`src/verilog/sacc_pkg.sv`:
```
package sacc_pkg;
	// Register offsets on the plain register port.
	localparam logic [3:0] OFF_SC1    = 4'h0; // First status and control register.
	localparam logic [3:0] OFF_SC2    = 4'h1; // Second status and control register.
	localparam logic [3:0] OFF_RES_HI = 4'h2; // Result upper two bits.
	localparam logic [3:0] OFF_RES_LO = 4'h3; // Result low byte.
	localparam logic [3:0] OFF_CMP_HI = 4'h4; // Compare value upper two bits.
	localparam logic [3:0] OFF_CMP_LO = 4'h5; // Compare value low byte.
	localparam logic [3:0] OFF_CFG    = 4'h6; // Configuration register.
	localparam logic [3:0] OFF_PIN    = 4'h7; // Pin enable register one.
	localparam logic [3:0] OFF_PWR    = 4'h8; // Power management status and control.
	// Field positions.
	localparam int SC1_DONE_BIT = 7; // Conversion done flag.
	localparam int SC1_IEN_BIT  = 6; // Interrupt enable.
	localparam int SC1_CONT_BIT = 5; // Continuous conversion.
	localparam int SC2_ACT_BIT  = 7; // Conversion active.
	localparam int SC2_CMPE_BIT = 5; // Compare enable.
	localparam int SC2_CMGE_BIT = 4; // Compare greater or equal select.
	localparam int CFG_MODE_BIT = 2; // Resolution: one selects 10 bits.
	localparam int PWR_LOWVOLT_DETECT_ENABLE_BIT = 2; // Low-voltage detect enable.
	localparam int PWR_LVSE_BIT = 1; // Low-voltage stop enable.
	// Channel codes.
	localparam logic [4:0] CH_PIN_LAST = 5'h07; // Last pin-connected channel.
	localparam logic [4:0] CH_PRG2     = 5'h14; // Second reference generator output.
	localparam logic [4:0] CH_PRG1     = 5'h15; // First reference generator output.
	localparam logic [4:0] CH_TEMP     = 5'h1A; // Temperature sensor.
	localparam logic [4:0] CH_BGAP     = 5'h1B; // Internal bandgap.
	localparam logic [4:0] CH_OFF      = 5'h1F; // All ones: subsystem off.
	// Clock choices in the configuration register.
	localparam logic [1:0] CLK_BUS     = 2'h0; // Bus clock.
	localparam logic [1:0] CLK_BUS_DIV = 2'h1; // Bus clock divided by two.
	localparam logic [1:0] CLK_ALT     = 2'h2; // Alternate clock, not offered.
	localparam logic [1:0] CLK_LOCAL   = 2'h3; // Local asynchronous clock.
	localparam int CONV_STEPS = 10; // Successive approximation steps.
	localparam int SAMPLE_SHORT = 4; // Short sample phase in conversion ticks.
	localparam int SAMPLE_LONG  = 20; // Long sample phase in conversion ticks.
	localparam logic [7:0] RESET_SC1 = 8'h1F; // Channel field all ones at reset.
	typedef enum logic [1:0] {
		SACC_IDLE,
		SACC_SAMPLE,
		SACC_CONVERT
	} sacc_state_e;
endpackage

```
`src/verilog/sacc_chan_map.sv`:
```
`timescale 1ns/1ps
// Decodes the channel select field into analog mux selects and pin routing.
module sacc_chan_map (
	input  wire logic [4:0]  chan,
	input  wire logic [7:0]  pin_en,
	output logic [27:0]      mux_sel,
	output logic             reserved,
	output logic [7:0]       pin_analog
);
	// One mux select per channel; codes above 27 select none of the inputs.
	for (genvar i = 0; i < 28; i++) begin : g_sel
		assign mux_sel[i] = (chan == 5'(i));
	end

	// Pin-connected channels take their routing from their own pin control bit.
	assign pin_analog = pin_en;

	// Reserved codes still convert but yield an undefined value.
	assign reserved = (chan >= 5'h16 && chan <= 5'h19) || chan == 5'h1C;
endmodule

```
`src/verilog/sacc_tick_gen.sv`:
```
`timescale 1ns/1ps
// Makes the conversion clock tick from the bus clock, the halved bus clock or a local divider.
module sacc_tick_gen #(
	parameter int LOCAL_DIV = 4 // Divider that stands in for the local asynchronous clock.
) (
	input  wire logic       core_clk,
	input  wire logic       reset,
	input  wire logic       run,
	input  wire logic [1:0] clk_sel,
	output logic            tick
);
	typedef struct packed {
		logic       half;  // Toggles for the halved bus clock.
		logic [7:0] cnt;   // Local divider count.
		logic       tick;  // Registered tick.
	} sacc_tick_s;
	sacc_tick_s st_r, st_nxt;

	// Choose the tick source; the alternate choice never ticks because its input is held low.
	always_comb begin
		st_nxt = st_r;
		st_nxt.tick = 1'b0;
		if (!run) begin
			st_nxt.half = 1'b0;
			st_nxt.cnt = 8'h00;
		end else begin
			unique case (clk_sel)
				sacc_pkg::CLK_BUS: begin
					st_nxt.tick = 1'b1;
				end
				sacc_pkg::CLK_BUS_DIV: begin
					st_nxt.half = ~st_r.half;
					st_nxt.tick = st_r.half;
				end
				sacc_pkg::CLK_ALT: begin
					st_nxt.tick = 1'b0;
				end
				sacc_pkg::CLK_LOCAL: begin
					if (st_r.cnt == 8'(LOCAL_DIV - 1)) begin
						st_nxt.cnt = 8'h00;
						st_nxt.tick = 1'b1;
					end else begin
						st_nxt.cnt = st_r.cnt + 8'h01;
					end
				end
			endcase
		end
	end

	// Register the state.
	always_ff @(posedge core_clk or posedge reset) begin
		if (reset) begin
			st_r <= '0;
		end else begin
			st_r <= st_nxt;
		end
	end

	assign tick = st_r.tick;
endmodule

```
`src/verilog/sacc_top.sv`:
```
`timescale 1ns/1ps
module sacc_top #(
	parameter int LOCAL_DIV = 4 // Local clock divider.
) (
	input  wire logic        core_clk,
	input  wire logic        reset,
	input  wire logic [3:0]  reg_addr,
	input  wire logic [7:0]  reg_wdata,
	input  wire logic        reg_wr,
	input  wire logic        reg_rd,
	output logic [7:0]       reg_rdata,
	input  wire logic        stop_mode,
	input  wire logic        comp_in,
	output logic [27:0]      mux_sel,
	output logic [7:0]       pin_analog,
	output logic             dac_bit_set,
	output logic             sample_on,
	output logic             conv_irq,
	output logic             alternate_clock_input
);
	typedef struct packed {
		logic [7:0]  sc1;        // Interrupt enable, continuous, channel; bit 7 unused here.
		logic        done;       // Conversion done flag.
		logic        cmp_en;     // Compare enable.
		logic        cmp_ge;     // Compare greater or equal select.
		logic [9:0]  cmp_val;    // Compare value.
		logic [7:0]  cfg;        // Configuration.
		logic [7:0]  pin_en;     // Pin enable register one.
		logic [7:0]  pwr;        // Power management bits.
		logic [9:0]  result;     // Result register.
		logic [9:0]  sar;        // Approximation register.
		logic [4:0]  step;       // Remaining steps or sample ticks.
		logic        hi_lock;    // High byte read, results held.
		sacc_pkg::sacc_state_e state;
		logic [7:0]  rdata;      // Read data.
		logic [27:0] mux;        // Registered mux selects.
		logic [7:0]  pin_a;      // Registered pin routing.
		logic        dac;        // Trial bit to the analog comparator.
		logic        samp;       // Sample switch.
		logic        irq;        // Interrupt out.
	} sacc_top_s;
	sacc_top_s st_r, st_nxt;

	logic        tick;      // Conversion clock tick.
	logic [27:0] sel_w;     // Decoded mux selects.
	logic        res_w;     // Reserved code seen.
	logic [7:0]  pin_w;     // Decoded pin routing.
	logic        run_ok;    // Converter may run in this power state.
	logic        ten_bit;   // Resolution select.
	logic [9:0]  trial;     // Trial value under test.
	logic [9:0]  final_v;   // Finished value.
	logic        cmp_true;  // Compare outcome.
	logic        wr_sc1;    // Write to first status register.

	assign ten_bit = st_r.cfg[sacc_pkg::CFG_MODE_BIT];
	// In stop mode both low-voltage bits must be set; wait is not gated at all.
	assign run_ok = !stop_mode ||
		(st_r.pwr[sacc_pkg::PWR_LOWVOLT_DETECT_ENABLE_BIT] && st_r.pwr[sacc_pkg::PWR_LVSE_BIT]);
	assign wr_sc1 = reg_wr && reg_addr == sacc_pkg::OFF_SC1;

	sacc_tick_gen #(
		.LOCAL_DIV(LOCAL_DIV)
	) u_tick (
		.core_clk(core_clk),
		.reset   (reset),
		.run     (st_r.state != sacc_pkg::SACC_IDLE),
		.clk_sel (st_r.cfg[1:0]),
		.tick    (tick)
	);

	sacc_chan_map u_map (
		.chan      (st_r.sc1[4:0]),
		.pin_en    (st_r.pin_en),
		.mux_sel   (sel_w),
		.reserved  (res_w),
		.pin_analog(pin_w)
	);

	// Trial value: the bit under test set onto what is already kept.
	assign trial = st_r.sar | (10'h001 << st_r.step);
	// A reserved channel's result is undefined; the approximation simply runs on.
	assign final_v = comp_in ? st_r.sar : trial;
	// Compare: 8-bit mode looks only at the low byte.
	always_comb begin
		logic lt;
		lt = 1'b0;
		if (ten_bit) begin
			lt = final_v < st_r.cmp_val;
		end else begin
			lt = final_v[7:0] < st_r.cmp_val[7:0];
		end
		cmp_true = st_r.cmp_ge ? !lt : lt;
	end

	// Main next-state process: register port, conversion sequencing and flag handling.
	always_comb begin
		st_nxt = st_r;
		st_nxt.rdata = 8'h00;
		st_nxt.mux = sel_w;
		st_nxt.pin_a = pin_w;
		// Register writes.
		if (reg_wr) begin
			unique case (reg_addr)
				sacc_pkg::OFF_SC1: st_nxt.sc1 = {1'b0, reg_wdata[6:0]};
				sacc_pkg::OFF_SC2: begin
					st_nxt.cmp_en = reg_wdata[sacc_pkg::SC2_CMPE_BIT];
					st_nxt.cmp_ge = reg_wdata[sacc_pkg::SC2_CMGE_BIT];
				end
				sacc_pkg::OFF_CMP_HI: st_nxt.cmp_val[9:8] = reg_wdata[1:0];
				sacc_pkg::OFF_CMP_LO: st_nxt.cmp_val[7:0] = reg_wdata;
				// The alternate clock is not offered: that choice falls back to the bus clock.
				sacc_pkg::OFF_CFG: begin
					st_nxt.cfg = reg_wdata;
					if (reg_wdata[1:0] == sacc_pkg::CLK_ALT) begin
						st_nxt.cfg[1:0] = sacc_pkg::CLK_BUS;
					end
				end
				sacc_pkg::OFF_PIN: st_nxt.pin_en = reg_wdata;
				sacc_pkg::OFF_PWR: st_nxt.pwr = reg_wdata;
				default: ;
			endcase
		end
		// Reads: data stand one cycle later.
		if (reg_rd) begin
			unique case (reg_addr)
				sacc_pkg::OFF_SC1: st_nxt.rdata = {st_r.done, st_r.sc1[6:0]};
				sacc_pkg::OFF_SC2: st_nxt.rdata = {st_r.state != sacc_pkg::SACC_IDLE, 1'b0,
					st_r.cmp_en, st_r.cmp_ge, 4'h0};
				sacc_pkg::OFF_RES_HI: begin
					st_nxt.rdata = {6'h00, st_r.result[9:8]};
					st_nxt.hi_lock = ten_bit;
				end
				sacc_pkg::OFF_RES_LO: begin
					st_nxt.rdata = st_r.result[7:0];
					st_nxt.hi_lock = 1'b0;
					st_nxt.done = 1'b0;
				end
				sacc_pkg::OFF_CMP_HI: st_nxt.rdata = {6'h00, st_r.cmp_val[9:8]};
				sacc_pkg::OFF_CMP_LO: st_nxt.rdata = st_r.cmp_val[7:0];
				sacc_pkg::OFF_CFG: st_nxt.rdata = st_r.cfg;
				sacc_pkg::OFF_PIN: st_nxt.rdata = st_r.pin_en;
				sacc_pkg::OFF_PWR: st_nxt.rdata = st_r.pwr;
				default: st_nxt.rdata = 8'h00;
			endcase
		end
		// Conversion sequencing; paused while stop mode forbids running.
		if (run_ok && tick) begin
			unique case (st_r.state)
				sacc_pkg::SACC_IDLE: ;
				sacc_pkg::SACC_SAMPLE: begin
					if (st_r.step == 5'h00) begin
						st_nxt.state = sacc_pkg::SACC_CONVERT;
						st_nxt.samp = 1'b0;
						st_nxt.sar = 10'h000;
						st_nxt.step = ten_bit ? 5'(sacc_pkg::CONV_STEPS - 1) : 5'(7);
					end else begin
						st_nxt.step = st_r.step - 5'h01;
					end
				end
				sacc_pkg::SACC_CONVERT: begin
					st_nxt.sar = final_v;
					if (st_r.step == 5'h00) begin
						// Set wins over a low-byte read clear in the same cycle.
						if (!st_r.cmp_en || cmp_true) begin
							st_nxt.done = 1'b1;
							if (!st_r.hi_lock) begin
								st_nxt.result = ten_bit ? final_v : {2'b00, final_v[7:0]};
							end
						end
						if (st_r.sc1[sacc_pkg::SC1_CONT_BIT]) begin
							st_nxt.state = sacc_pkg::SACC_SAMPLE;
							st_nxt.samp = 1'b1;
							st_nxt.step = st_r.cfg[4] ? 5'(sacc_pkg::SAMPLE_LONG) : 5'(sacc_pkg::SAMPLE_SHORT);
						end else begin
							st_nxt.state = sacc_pkg::SACC_IDLE;
						end
					end else begin
						st_nxt.step = st_r.step - 5'h01;
					end
				end
			endcase
		end
		st_nxt.dac = (st_nxt.state == sacc_pkg::SACC_CONVERT);
		// A write to the first register aborts and restarts, unless the channel is all ones.
		if (wr_sc1) begin
			st_nxt.done = 1'b0;
			if (reg_wdata[4:0] == sacc_pkg::CH_OFF) begin
				st_nxt.state = sacc_pkg::SACC_IDLE;
				st_nxt.samp = 1'b0;
				st_nxt.dac = 1'b0;
			end else begin
				st_nxt.state = sacc_pkg::SACC_SAMPLE;
				st_nxt.samp = 1'b1;
				st_nxt.step = st_r.cfg[4] ? 5'(sacc_pkg::SAMPLE_LONG) : 5'(sacc_pkg::SAMPLE_SHORT);
			end
		end
		// Channels 26 and 27, 20 and 21 come through the decoder as plain mux lines.
		st_nxt.irq = st_nxt.done && st_nxt.sc1[sacc_pkg::SC1_IEN_BIT];
	end

	// Register all state.
	always_ff @(posedge core_clk or posedge reset) begin
		if (reset) begin
			st_r <= '0;
			st_r.sc1 <= sacc_pkg::RESET_SC1;
			st_r.state <= sacc_pkg::SACC_IDLE;
		end else begin
			st_r <= st_nxt;
		end
	end

	assign reg_rdata = st_r.rdata;
	assign mux_sel = st_r.mux;
	assign pin_analog = st_r.pin_a;
	assign dac_bit_set = st_r.dac;
	assign sample_on = st_r.samp;
	assign conv_irq = st_r.irq;
	// The alternate clock input is tied low because nothing drives it in this part.
	always_ff @(posedge core_clk or posedge reset) begin
		if (reset) begin
			alternate_clock_input <= 1'b0;
		end else begin
			alternate_clock_input <= 1'b0;
		end
	end
endmodule
```
`config.mk`:
```
export PLATFORM = sky130hd
export DESIGN_NAME = sacc_top
export DESIGN_NICKNAME = d
export VERILOG_FILES = /design/src/verilog/sacc_pkg.sv /design/src/verilog/sacc_chan_map.sv /design/src/verilog/sacc_tick_gen.sv /design/src/verilog/sacc_top.sv
export SDC_FILE = /design/constraint.sdc
export NUM_CORES = 1
export LEC_CHECK = 0
export ABC_AREA = 0
export BUFFER_PORTS_ARGS = -buffer_cell sky130_fd_sc_hd__buf_4
export CORE_UTILIZATION = 45
export CTS_CLUSTER_DIAMETER = 150
export DETAILED_ROUTE_END_ITERATION = 7
export PLACE_DENSITY_LB_ADDON = 0.12
export SLEW_MARGIN = 20
export SYNTH_ARGS = -nofsm -noshare
export SYNTH_HDL_FRONTEND = slang
export SYNTH_SLANG_ARGS = --single-unit
export TNS_END_PERCENT = 5
```
`constraint.sdc`:
```
create_clock -name core_clk -period 4.5 [get_ports core_clk]
set_input_delay 1.125 -clock core_clk [delete_from_list [all_inputs] [get_ports core_clk]]
set_output_delay 1.125 -clock core_clk [all_outputs]
set_load 0.01 [all_outputs]
```
## Word-level counts from Yosys, hierarchy flattened

Index checks and enable logic that the tools add are counted.
Widths: inputs -> output; s select.

- Bits in registers: 129
- Input port bits: 18
- Word-level logic and storage cells: 160

- Add/sub/neg operators: 2
- Magnitude comparators: 2
- Equal/unequal tests: 50
- Shift operators: 1
- Mux-type cells: 49
- Bitwise logic cells: 3
- Reductions and logical operators: 29

Operators by type and width:

| cell | number |
|---|---|
| $pmux 8 s9 | 1 |
| $eq 5x5->1 const B | 13 |
| $eq 5x4->1 const B | 8 |
| $mux 5 | 7 |
| $mux 10 | 3 |
| $pmux 15 s2 | 1 |
| $mux 8 | 3 |
| $eq 5x3->1 const B | 4 |
| $mux 1 | 20 |
| $eq 4x3->1 const B | 4 |
| $reduce_and 2->1 | 8 |
| $mux 7 | 2 |
| $mux 2 | 6 |
| $eq 2x2->1 const B | 5 |
| $eq 5x2->1 const B | 2 |
| $logic_not 5->1 | 2 |
| $lt 10x10->1 | 1 |
| $or 10x10->10 | 1 |
| $reduce_and 5->1 | 2 |
| $shl 1x5->10 const A | 1 |
| $mux 9 | 1 |
| $ne 3x3->1 const B | 3 |
| $add 8x1->8 const B | 1 |
| $eq 4x2->1 const B | 2 |
| 21 further kinds | 35 |

## Logic depth before layout (Yosys ltp)

Gate-level depths: netlist of run 1.

- Depth after elaboration: 14
- Mapped depth: 12
- Mapped depth without buffers: 11

## Cells and area by module

Synthesis of run 1 repeated with hierarchy kept, for this count alone.

- Cell total of the unflattened synthesis: 608
- Area total of the unflattened synthesis: 6441.2 um2

By module, submodules not included:

| module | instances | cells each | area each (um2) | sequential area each (um2) |
|---|---|---|---|---|
| sacc_top | 1 | 502 | 5647.9 | 2984.1 |
| sacc_tick_gen | 1 | 52 | 519.2 | 250.2 |
| sacc_chan_map | 1 | 54 | 274.0 | 0.0 |

## Worst setup path before layout of run 1

Ideal clock, no wire load.

- Path type: in2reg
- Start point: input comp_in
- End point: register st_r[66] (netlist name)
- Setup time: 125 ps
- Arrival time: 3321 ps
- Path slack: 1054 ps
- Cell stages on the path: 9
- Buffers on the path: 1
- Cell sequence: nor4_4 -> a21o_2 -> ha_1 -> a2111oi_2 -> a211oi_2 -> a211o_2 -> nand4b_2 -> buf_6 -> mux2_4

- Word-level cells in the longest chain between the ends: 7

RTL lines:

| element | RTL line | source |
|---|---|---|
| from (decl) | sacc_top.sv:13 | `input wire logic comp_in,` |
| $mux 10 (*) | sacc_top.sv:82 | `assign final_v = comp_in ? st_r.sar : trial;` |
| via final_v[3] | sacc_top.sv:51 | `logic [9:0] final_v;` |
| $lt 10x10->1 or $lt 8x8->1 (tied branches) | sacc_top.sv:88, sacc_top.sv:90 |  |
| $mux 1 (*) | sacc_top.sv:87 | `if (ten_bit) begin` |
| $logic_not 1->1 | sacc_top.sv:92 | `cmp_true = st_r.cmp_ge ? !lt : lt;` |
| $mux 1 (*) | sacc_top.sv:92 |  |
| $logic_or 1x1->1 (*) | sacc_top.sv:164 | `if (!st_r.cmp_en \|\| cmp_true) begin` |
| $reduce_and 5->1 (no line) (*) | - |  |
| to (signal assigned) | sacc_top.sv:208 | `st_r <= st_nxt;` |
| to (decl) | sacc_top.sv:42 | `sacc_top_s st_r, st_nxt;` |

The timed path passes the listed nets; every way through them passes the cells marked *.
A chain may end at the register's enable or synchronous reset.

## Worst setup path in the final report of run 1

- Start point: input comp_in
- End point: register st_r[67] (netlist name)

Same word-level chain as after synthesis.

==> impl_metrics.csv, run 1 <==
group,metric,value,unit
outcome,outcome,"complete, no violations",
sta,fin_worst_skew,9.20,ps
synthesis,synth_area_per_cell,10.3,sq um
synthesis,synth_mux_area_share,9.64,%
route,drtPass1Iterations,4,
worst_setup_path,crit_start,"comp_in",
placed_design,dpl_cell_area,0.00673,sq mm
global_route,antenna_found_initial,0,
synthesis,synthAdderAreaFrac,3.48,%
sta,finalHoldViolCount,0,
clock_network,cts_root_buf,"clkbuf_16",
worst_setup_path,cp.required,4800,ps
global_route,busiest_layer,"met2",
clock_network,clock_sinks,129,
floorplanning,die_y,122,um
worst_setup_path,path_class,"in2reg",
sta,worst_slew_pin_slew,912,ps
global_route,gr-usage-met2,32.8,%
worst_setup_path,cpLargestDelayFamily,"compound AO/OA/AOI/OAI gates",
cells_and_area,final_common_cell,"dfrtp_1",
synthesis,synth_compound_gate_area_share,11.5,%
sta,fmax,286,MHz
sta,rsz0062_at_grt,"no",
floorplanning,dieWidth,122,um
sta,slew_viol_final,0,
synthesis,synth-edff-count,0,
global_route,grt_start_max_net_pins,130,
cells_and_area,stdcell_count,833,
sta,fin_crit_sh,77.7,%
worst_setup_path,path_cells,"buf_4, nor4_4, a21o_2, ha_1, a2111oi_2, a221oi_1, o21ai_1, nand4b_2, mux2_4",
cells_and_area,num_antenna_cells,0,
sta,period_needed,3500,ps
placed_design,dpl_worst_slack,596,ps
synthesis,synth_area,0.00646,sq mm
cells_and_area,layout.nets,676,
route,vias_per_cell,5.43,
clock_network,clk_pin_slew_worst_paths,60,ps
cells_and_area,finalInstanceArea,0.00734,sq mm
clock_network,insertion_delay,420,ps
global_route,gr-total-overflow,0,
route,first_iter_violations,291,
hold_path,worstHoldPathType,"reg2reg",
clock_network,hold_buffers,0,
power,totalPowerFinal,3.75,mW
floorplanning,die_area,0.0148,sq mm
synthesis,synth_seq_area_share,50.0,%
synthesis,synthArstFlopShare,100,%
power,p_leak,3.51,nW
synthesis,syn-num-nets,664,
route,wl_per_cell,17.6,um
worst_setup_path,slowest_stage,"a2111oi_2",
power,vdd_drop_max,0.282,mV
global_route,grt_pass1_vias,4405,
global_route,grt_pass1_wl,23.7,mm
synthesis,synth_top_family_by_area,"simple AND/OR/NAND/NOR gates",
synthesis,synth-main-ff-cell,"dfrtp_1",
sta,final.setup.tns,0,ps
run,drv_cap,0,
clock_network,cts_max_path_buffers,2,
worst_setup_path,startpoint_type,"input pin",
clock_network,cts_tree,"built",
placed_design,hpwl,10.3,mm
route,ant_nets,0,
sta,setup_ws,1000,ps
global_route,grtUsageMet1,29.4,%
synthesis,ys_warn_count,0,
clock_network,postCtsSetupBuffers,0,
cells_and_area,final_core_util,52.7,%
floorplanning,io_pins,66,
worst_setup_path,crit_buf_inv,1,
global_route,use_met3,4.49,%
synthesis,yosys.area_share.simple,16.6,%
floorplanning,start_util,46.4,%
worst_setup_path,max_stage_delay,470,ps
placed_design,place_congestion,0.838,
power,power-per-cell-area,511,mW/mm^2
sta,finalSetupViolations,0,
worst_setup_path,reg2reg_setup_slack,1250,ps
route,via_count,4521,
cells_and_area,final_cell_mix,"dfrtp_1, nand2_1, buf_4, nor2_1, o21ai_0",
clock_network,cts-htree-levels,4,
global_route,grt_use_total,21.3,%
hold_path,hold_path_startpoint,"st_r[89]$_DFFE_PP0P_",
route,drc,0,
synthesis,ys_ff_latch,129,
worst_setup_path,crit_arrival,3800,ps
worst_setup_path,r2r_start,"st_r[53]$_DFF_PP0_",
floorplanning,core-area,0.0139,sq mm
sta,slew-limit-headroom,38.8,%
cells_and_area,drive_gt1_share,26.0,%
clock_network,cts_buffers,17,
route,routed_wl,14.6,mm
sta,hold-worst-slack,392,ps
synthesis,syn_inst,628,
worst_setup_path,end_kind,"flop",
placed_design,dp.cells,801,
floorplanning,row_count,43,
synthesis,synth_cell_type_count,64,
clock_network,cts-resized-gates,0,
synthesis,synth_xor_area_share,0.136,%
placed_design,port_buffers,64,
worst_setup_path,crit_fanout,10,
cells_and_area,syn_to_final_growth,13.6,%
==> layer usage <==
layer | vias up | wire, um
met5 | - | 0
met3 | 21 | 690
met4 | 0 | 196
li1 | 2149 | -
met1 | 2239 | 6870
met2 | 112 | 6880
==> worst register-to-register path, delay by kind of cell, from the launching register on <==
family	cells	cell delay [ps]
multiplexers	1	440
flip-flops	1	510
AND/OR/NAND/NOR	2	880
adder cells (fa/ha/maj)	1	250
AO/OA/AOI/OAI	4	1050
==> cell usage after synthesis (4+ instances only) <==
cell type	instances	area [sq um]
nor2b_1	10	62.6
nand3_1	14	70.1
mux2_2	38	428
buf_2	4	20.0
nand3b_1	6	45.0
dfrtp_1	124	3100
a31oi_1	7	43.8
ha_1	18	225
nand2_1	75	282
inv_1	23	86.3
or3_1	4	25.0
a21o_1	6	45.0
o22ai_1	4	25.0
and2_1	4	25.0
clkbuf_1	20	75.1
mux2_4	9	135
mux2i_1	6	60.1
o21ai_0	40	200
and3_1	6	37.5
dfstp_2	5	131
nor2_1	59	221
o21ai_1	5	25.0
a21oi_1	17	85.1
buf_4	46	345
nor3_1	9	45.0
nand2b_1	6	37.5
==> worst paths after layout <==
check | endpoint | depth (start not counted)
max | st_r[67]$_DFFE_PP0P_ | 9
min reg2reg | pin_analog[6]$_DFF_PP0_ | 0
max in group asynchronous | mux_sel[23]$_DFF_PP0_ | 3
max reg2reg | st_r[67]$_DFFE_PP0P_ | 8
min in group asynchronous | pin_analog[3]$_DFF_PP0_ | 3
min | pin_analog[6]$_DFF_PP0_ | 0
==> sequential cells by signal, summed over array words and instances, names as in the netlist <==
| register | flops |
|---|---|
| st_r | 72 |
| mux_sel | 28 |
| u_tick.tick | 1 |
| pin_analog | 8 |
| conv_irq | 1 |
| sample_on | 1 |
| reg_rdata | 8 |
| u_tick.st_r | 9 |
| dac_bit_set | 1 |
==> report_power, final <==
group / leakage, nW / internal (mW) / switching, mW
Clock: 0.294 / 0.876 / 0.530
Combinational: 1.54 / 0.354 / 0.486
Sequential: 1.68 / 1.34 / 0.171
Total: 3.51 / 2.57 / 1.19
==> cells by family (layout without fill, tap and decap cells) <==
group,after synthesis,count (layout)
other,1,1
XOR/XNOR,1,1
flip-flops,129,129
multiplexers,53,53
adder cells (fa/ha/maj),18,18
buffers and inverters,96,121
AO/OA/AOI/OAI,115,115
AND/OR/NAND/NOR,215,215
==> layout make-up <==
type / instances / area, sq um
Inverter: 23 / 90.1
Clock inverter: 15 / 185
Timing Repair Buffer: 66 / 508
Multi-Input combinational cell: 403 / 2680
Clock buffer: 17 / 425
Sequential cell: 129 / 3230
Tap cell: 180 / 225
Fill cell: 1266 / 6590
(Power assumes the default switching activity.)
==> run 2: changes to the inputs <==
==> constraint.sdc (replaced) <==
create_clock -name core_clk -period 3.1 [get_ports core_clk]
set_input_delay 0.775 -clock core_clk [delete_from_list [all_inputs] [get_ports core_clk]]
set_output_delay 0.775 -clock core_clk [all_outputs]
set_load 0.01 [all_outputs]
==> impl_metrics.csv, run 2 (synthesized netlist as in run 1, its figures left out) <==
group,metric,value,unit
outcome,outcome,"complete, no violations",
route,vias_per_cell,5.38,
worst_setup_path,crit_start,"st_r[52]$_DFF_PP0_",
worst_setup_path,r2r_start,"st_r[52]$_DFF_PP0_",
clock_network,clk_pin_slew_worst_paths,50,ps
sta,slew_viol_final,0,
worst_setup_path,slowest_stage,"dfrtp_1",
clock_network,cts-resized-gates,0,
clock_network,postCtsSetupBuffers,0,
cells_and_area,largest_reg_flops,72,
placed_design,port_buffers,64,
cells_and_area,final_common_cell,"dfrtp_1",
sta,rsz0062_at_grt,"no",
global_route,gr-total-overflow,0,
global_route,antenna_found_initial,0,
sta,final.setup.tns,0,ps
cells_and_area,num_antenna_cells,0,
sta,worst_slew_pin_slew,1020,ps
power,vdd_drop_max,0.406,mV
route,ant_nets,0,
sta,period_needed,2920,ps
worst_setup_path,crit_arrival,3210,ps
route,first_iter_violations,351,
floorplanning,io_pins,66,
clock_network,clock_sinks,129,
route,wl_per_cell,17.8,um
placed_design,dpl_cell_area,0.00692,sq mm
clock_network,cts_max_path_buffers,2,
cells_and_area,nFillCells,1216,
worst_setup_path,end_kind,"flop",
run,drv_cap,0,
clock_network,cts-htree-levels,4,
clock_network,hold_buffers,0,
worst_setup_path,path_cells,"nor4b_1, buf_4, a21o_1, ha_1, a21oi_1, o21ai_0, buf_4, o21ai_1, nand4b_2, buf_12, mux2_4",
placed_design,hpwl,11.1,mm
floorplanning,die_area,0.0148,sq mm
route,routed_wl,15.2,mm
worst_setup_path,reg2reg_setup_slack,180,ps
sta,finalHoldViolCount,0,
sta,fmax,343,MHz
hold_path,worstHoldPathType,"reg2reg",
worst_setup_path,path_class,"reg2reg",
global_route,grt_start_max_net_pins,39,
cells_and_area,regMostFlops,"st_r",
clock_network,cts_root_buf,"clkbuf_16",
cells_and_area,layout.nets,699,
clock_network,insertion_delay,410,ps
sta,fin_crit_sh,94.1,%
worst_setup_path,startpoint_type,"flop",
cells_and_area,finalInstanceArea,0.00756,sq mm
worst_setup_path,max_stage_delay,580,ps
worst_setup_path,timing.rr.end,"st_r[67]$_DFFE_PP0P_",
global_route,grt_use_total,22.2,%
global_route,grt_pass1_vias,4463,
floorplanning,start_util,46.4,%
sta,hold-worst-slack,404,ps
floorplanning,core-area,0.0139,sq mm
worst_setup_path,setup.worst_path.end,"st_r[67]$_DFFE_PP0P_",
clock_network,cts_tree,"built",
worst_setup_path,crit_fanout,10,
cells_and_area,syn_to_final_growth,17.1,%
global_route,grt_pass1_wl,24.6,mm
worst_setup_path,crit_top_cell,"buf_4",
worst_setup_path,cp.required,3390,ps
floorplanning,row_count,43,
clock_network,cts_buffers,17,
power,p_leak,3.64,nW
sta,slew-limit-headroom,31.3,%
route,via_count,4607,
placed_design,place_congestion,0.877,
power,power-per-cell-area,746,mW/mm^2
worst_setup_path,reg2reg_depth,11,
cells_and_area,final_cell_mix,"dfrtp_1, buf_4, nand2_1, nor2_1, o21ai_0",
floorplanning,dieWidth,122,um
route,drtPass1Iterations,5,
floorplanning,die_y,122,um
sta,fin_worst_skew,5.09,ps
cells_and_area,drive_gt1_share,28.1,%
sta,finalSetupViolations,0,
route,drc,0,
## run 2: cell types whose count changed in the layout (fill, tap and decap cells not counted), sizes merged
cell	change
clkbuf	+5
clkinvlp	+1
bufinv	+2
inv	-2
buf	+23
clkinv	-6
## run 2: stage by stage
stage | utilization (%) | worst slack [ps] | total power, mW | instances
3_3_place_gp | 49.6 | -75.1 | 3.45 | 824
4_1_cts | 54.3 | 158 | 5.68 | 856
6_report | 54.3 | 183 | 5.64 | 856
5_1_grt | 54.3 | 23.1 | 5.96 | 856
2_1_floorplan | - | 3.90 | 3.09 | 628
3_5_place_dp | 49.6 | -136 | 3.48 | 824
## run 2: layer usage
| layer | global-route usage (%) | up-vias | wire length (um) | share of wire, % |
|---|---|---|---|---|
| met5 | 0 | - | 0 | 0 |
| met2 | 33.8 | 116 | 6980 | 46 |
| li1 | - | 2196 | - | - |
| met1 | 31.1 | 2280 | 7380 | 48 |
| met3 | 4.82 | 15 | 625 | 4.1 |
| met4 | 7.72 | 0 | 239 | 1.6 |
## run 2: layout make-up
type / count / area, sq um / share of cell area [%]
clock inverter: 10 / 183 / 2.41
clock buffer: 22 / 464 / 6.14
timing repair buffer: 89 / 693 / 9.16
multi-input combinational: 403 / 2680 / 35.4
sequential: 129 / 3230 / 42.8
inverter: 23 / 90.1 / 1.19
tap: 180 / 225 / 2.98
## run 2: how the worst min path moves through the flow
stage,end,startpoint,depth (start not counted),slack (ps)
floorplan,pin_analog[2]$_DFF_PP0_,st_r[85]$_DFFE_PP0P_,0,360
detailed placement,pin_analog[3]$_DFF_PP0_,st_r[86]$_DFFE_PP0P_,0,380
global route,pin_analog[5]$_DFF_PP0_,st_r[88]$_DFFE_PP0P_,0,420
CTS,pin_analog[6]$_DFF_PP0_,st_r[89]$_DFFE_PP0P_,0,400
finish,pin_analog[5]$_DFF_PP0_,st_r[88]$_DFFE_PP0P_,0,400
global placement,pin_analog[6]$_DFF_PP0_,st_r[89]$_DFFE_PP0P_,0,380
## run 2: worst max-delay path, delay by kind of cell (launching register included)
kind,cells,cell delay (ps)
AO/OA/AOI/OAI,4,640
AND/OR/NAND/NOR,2,510
multiplexers,1,290
adder cells (fa/ha/maj),1,250
buffers and inverters,3,520
flip-flops,1,580
## run 2: power by group
group | internal [mW] | switching [mW]
Clock | 1.47 | 0.716
Sequential | 1.94 | 0.246
Combinational | 0.542 | 0.728
Total | 3.95 | 1.69
==> run 3: changes to the inputs <==
--- a/config.mk
+++ b/config.mk
@@ -7,6 +7,7 @@
 export LEC_CHECK = 0
 export ABC_AREA = 0
 export BUFFER_PORTS_ARGS = -buffer_cell sky130_fd_sc_hd__buf_4
+export CORE_ASPECT_RATIO = 1.4
 export CORE_UTILIZATION = 45
 export CTS_CLUSTER_DIAMETER = 150
 export DETAILED_ROUTE_END_ITERATION = 7
==> constraint.sdc (replaced) <==
create_clock -name core_clk -period 3 [get_ports core_clk]
set_input_delay 0.75 -clock core_clk [delete_from_list [all_inputs] [get_ports core_clk]]
set_output_delay 0.75 -clock core_clk [all_outputs]
set_load 0.01 [all_outputs]
==> impl_metrics.csv, run 3 (synthesized netlist as in run 1, its figures left out) <==
group,metric,value,unit
placed_design,place_congestion,0.888,
global_route,grt_use_total,21.9,%
clock_network,hold_buffers,0,
placed_design,hpwl,10.9,mm
floorplanning,core-area,0.0140,sq mm
worst_setup_path,crit_fanout,10,
sta,setup_ws,134,ps
cells_and_area,regMostFlops,"st_r",
run,drv_cap,0,
floorplanning,io_pins,66,
sta,slew-limit-headroom,38.0,%
cells_and_area,drive_gt1_share,28.6,%
cells_and_area,final_cell_mix,"dfrtp_1, buf_4, nand2_1, nor2_1, o21ai_0",
route,drc,0,
floorplanning,row_count,51,
sta,hold-worst-slack,403,ps
clock_network,cts_buffers,17,
placed_design,port_buffers,64,
clock_network,cts_max_path_buffers,2,
route,drtPass1Iterations,5,
global_route,grt_pass1_vias,4652,
power,vdd_drop_max,0.430,mV
placed_design,dpl_worst_slack,-255,ps
cells_and_area,num_antenna_cells,0,
power,p_leak,3.65,nW
route,vias_per_cell,5.30,
cells_and_area,largest_reg_flops,72,
cells_and_area,nFillCells,1230,
cells_and_area,regArea,0.00323,sq mm
floorplanning,die_area,0.0149,sq mm
sta,finalSetupViolations,0,
global_route,grt_start_max_net_pins,130,
route,ant_nets,0,
worst_setup_path,startpoint_type,"flop",
route,via_count,4566,
worst_setup_path,cp.required,3290,ps
sta,fin_crit_sh,95.5,%
cells_and_area,syn_to_final_growth,17.5,%
sta,period_needed,2870,ps
cells_and_area,final_common_cell,"dfrtp_1",
clock_network,clk_pin_slew_worst_paths,60,ps
hold_path,worstHoldPathType,"reg2reg",
floorplanning,die_y,144,um
global_route,antenna_found_initial,0,
sta,rsz0062_at_grt,"no",
clock_network,clock_sinks,129,
worst_setup_path,crit_arrival,3150,ps
clock_network,cts_tree,"built",
global_route,grt_pass1_wl,24.2,mm
power,power-per-cell-area,776,mW/mm^2
route,wl_per_cell,17.4,um
clock_network,cts_root_buf,"clkbuf_16",
cells_and_area,multi_input_area,0.00268,sq mm
sta,slew_viol_final,0,
clock_network,postCtsSetupBuffers,0,
global_route,gr-total-overflow,0,
clock_network,cts-htree-levels,4,
route,routed_wl,15.0,mm
clock_network,insertion_delay,410,ps
floorplanning,start_util,46.2,%
sta,fin_worst_skew,7.10,ps
sta,worst_slew_pin_slew,924,ps
floorplanning,dieWidth,103,um
worst_setup_path,end_kind,"flop",
worst_setup_path,path_class,"reg2reg",
route,first_iter_violations,253,
sta,fmax,349,MHz
sta,finalHoldViolCount,0,
cells_and_area,layout.nets,699,
power,totalPowerFinal,5.89,mW
outcome,outcome,"complete, no violations",
## run 3: layout make-up
cell class	count	area share, %
Inverter	23	1.19
Tap cell	185	3.05
Sequential cell	129	42.6
Clock buffer	20	6.02
Clock inverter	12	2.69
Multi-Input combinational cell	403	35.3
Timing Repair Buffer	89	9.13
## run 3: power by group
part | internal, mW | switching (mW) | total, mW
logic | 0.578 | 0.790 | 1.37
clock network | 1.52 | 0.763 | 2.29
registers | 2.01 | 0.228 | 2.23
## run 3: worst max-delay path: stages, from the launching register on
cell       delay, ps
dfrtp_1          430
ha_1             270
a21o_2           210
ha_1             300
a2111oi_2        480
a211oi_2         130
a211o_2          370
nand4b_2         110
buf_12           150
mux2_4           300
## run 3: layer usage
layer	global-route usage [%]	part of all wire (%)	vias to the layer above
met5	0	0	-
met4	9.27	3.2	0
met3	3.55	3.5	24
met2	38.3	53	118
met1	26.3	41	2232
li1	-	-	2192
## run 3: stage by stage
| stage | instance area [sq um] | std cells | setup TNS, ps | utilization, % |
|---|---|---|---|---|
| floorplan | 6470 | 628 | -640 | - |
| global route | 7590 | 861 | 0 | 54.3 |
| finish | 7590 | 861 | 0 | 54.3 |
| detailed placement | 6920 | 829 | -2380 | 49.5 |
| global placement | 6920 | 829 | -2150 | 49.5 |
| CTS | 7580 | 861 | 0 | 54.3 |
## run 3: worst paths after layout
| check | slack [ps] | end | startpoint | cells past startpoint |
|---|---|---|---|---|
| setup / recovery | 130 | st_r[71]$_DFFE_PP0P_ | st_r[50]$_DFF_PP0_ | 9 |
| hold / removal | 400 | pin_analog[3]$_DFF_PP0_ | st_r[86]$_DFFE_PP0P_ | 0 |
| setup reg to reg | 130 | st_r[71]$_DFFE_PP0P_ | st_r[50]$_DFF_PP0_ | 9 |
| hold reg to reg | 400 | pin_analog[3]$_DFF_PP0_ | st_r[86]$_DFFE_PP0P_ | 0 |
| max in group asynchronous | 1950 | mux_sel[4]$_DFF_PP0_ | reset | 3 |
| min in group asynchronous | 540 | st_r[89]$_DFFE_PP0P_ | reset | 3 |
## run 3: repair_timing
action	CTS	global route
endpoints found under the setup margin	0	9
hold endpoints to repair	0	0
gates resized for setup	0	1
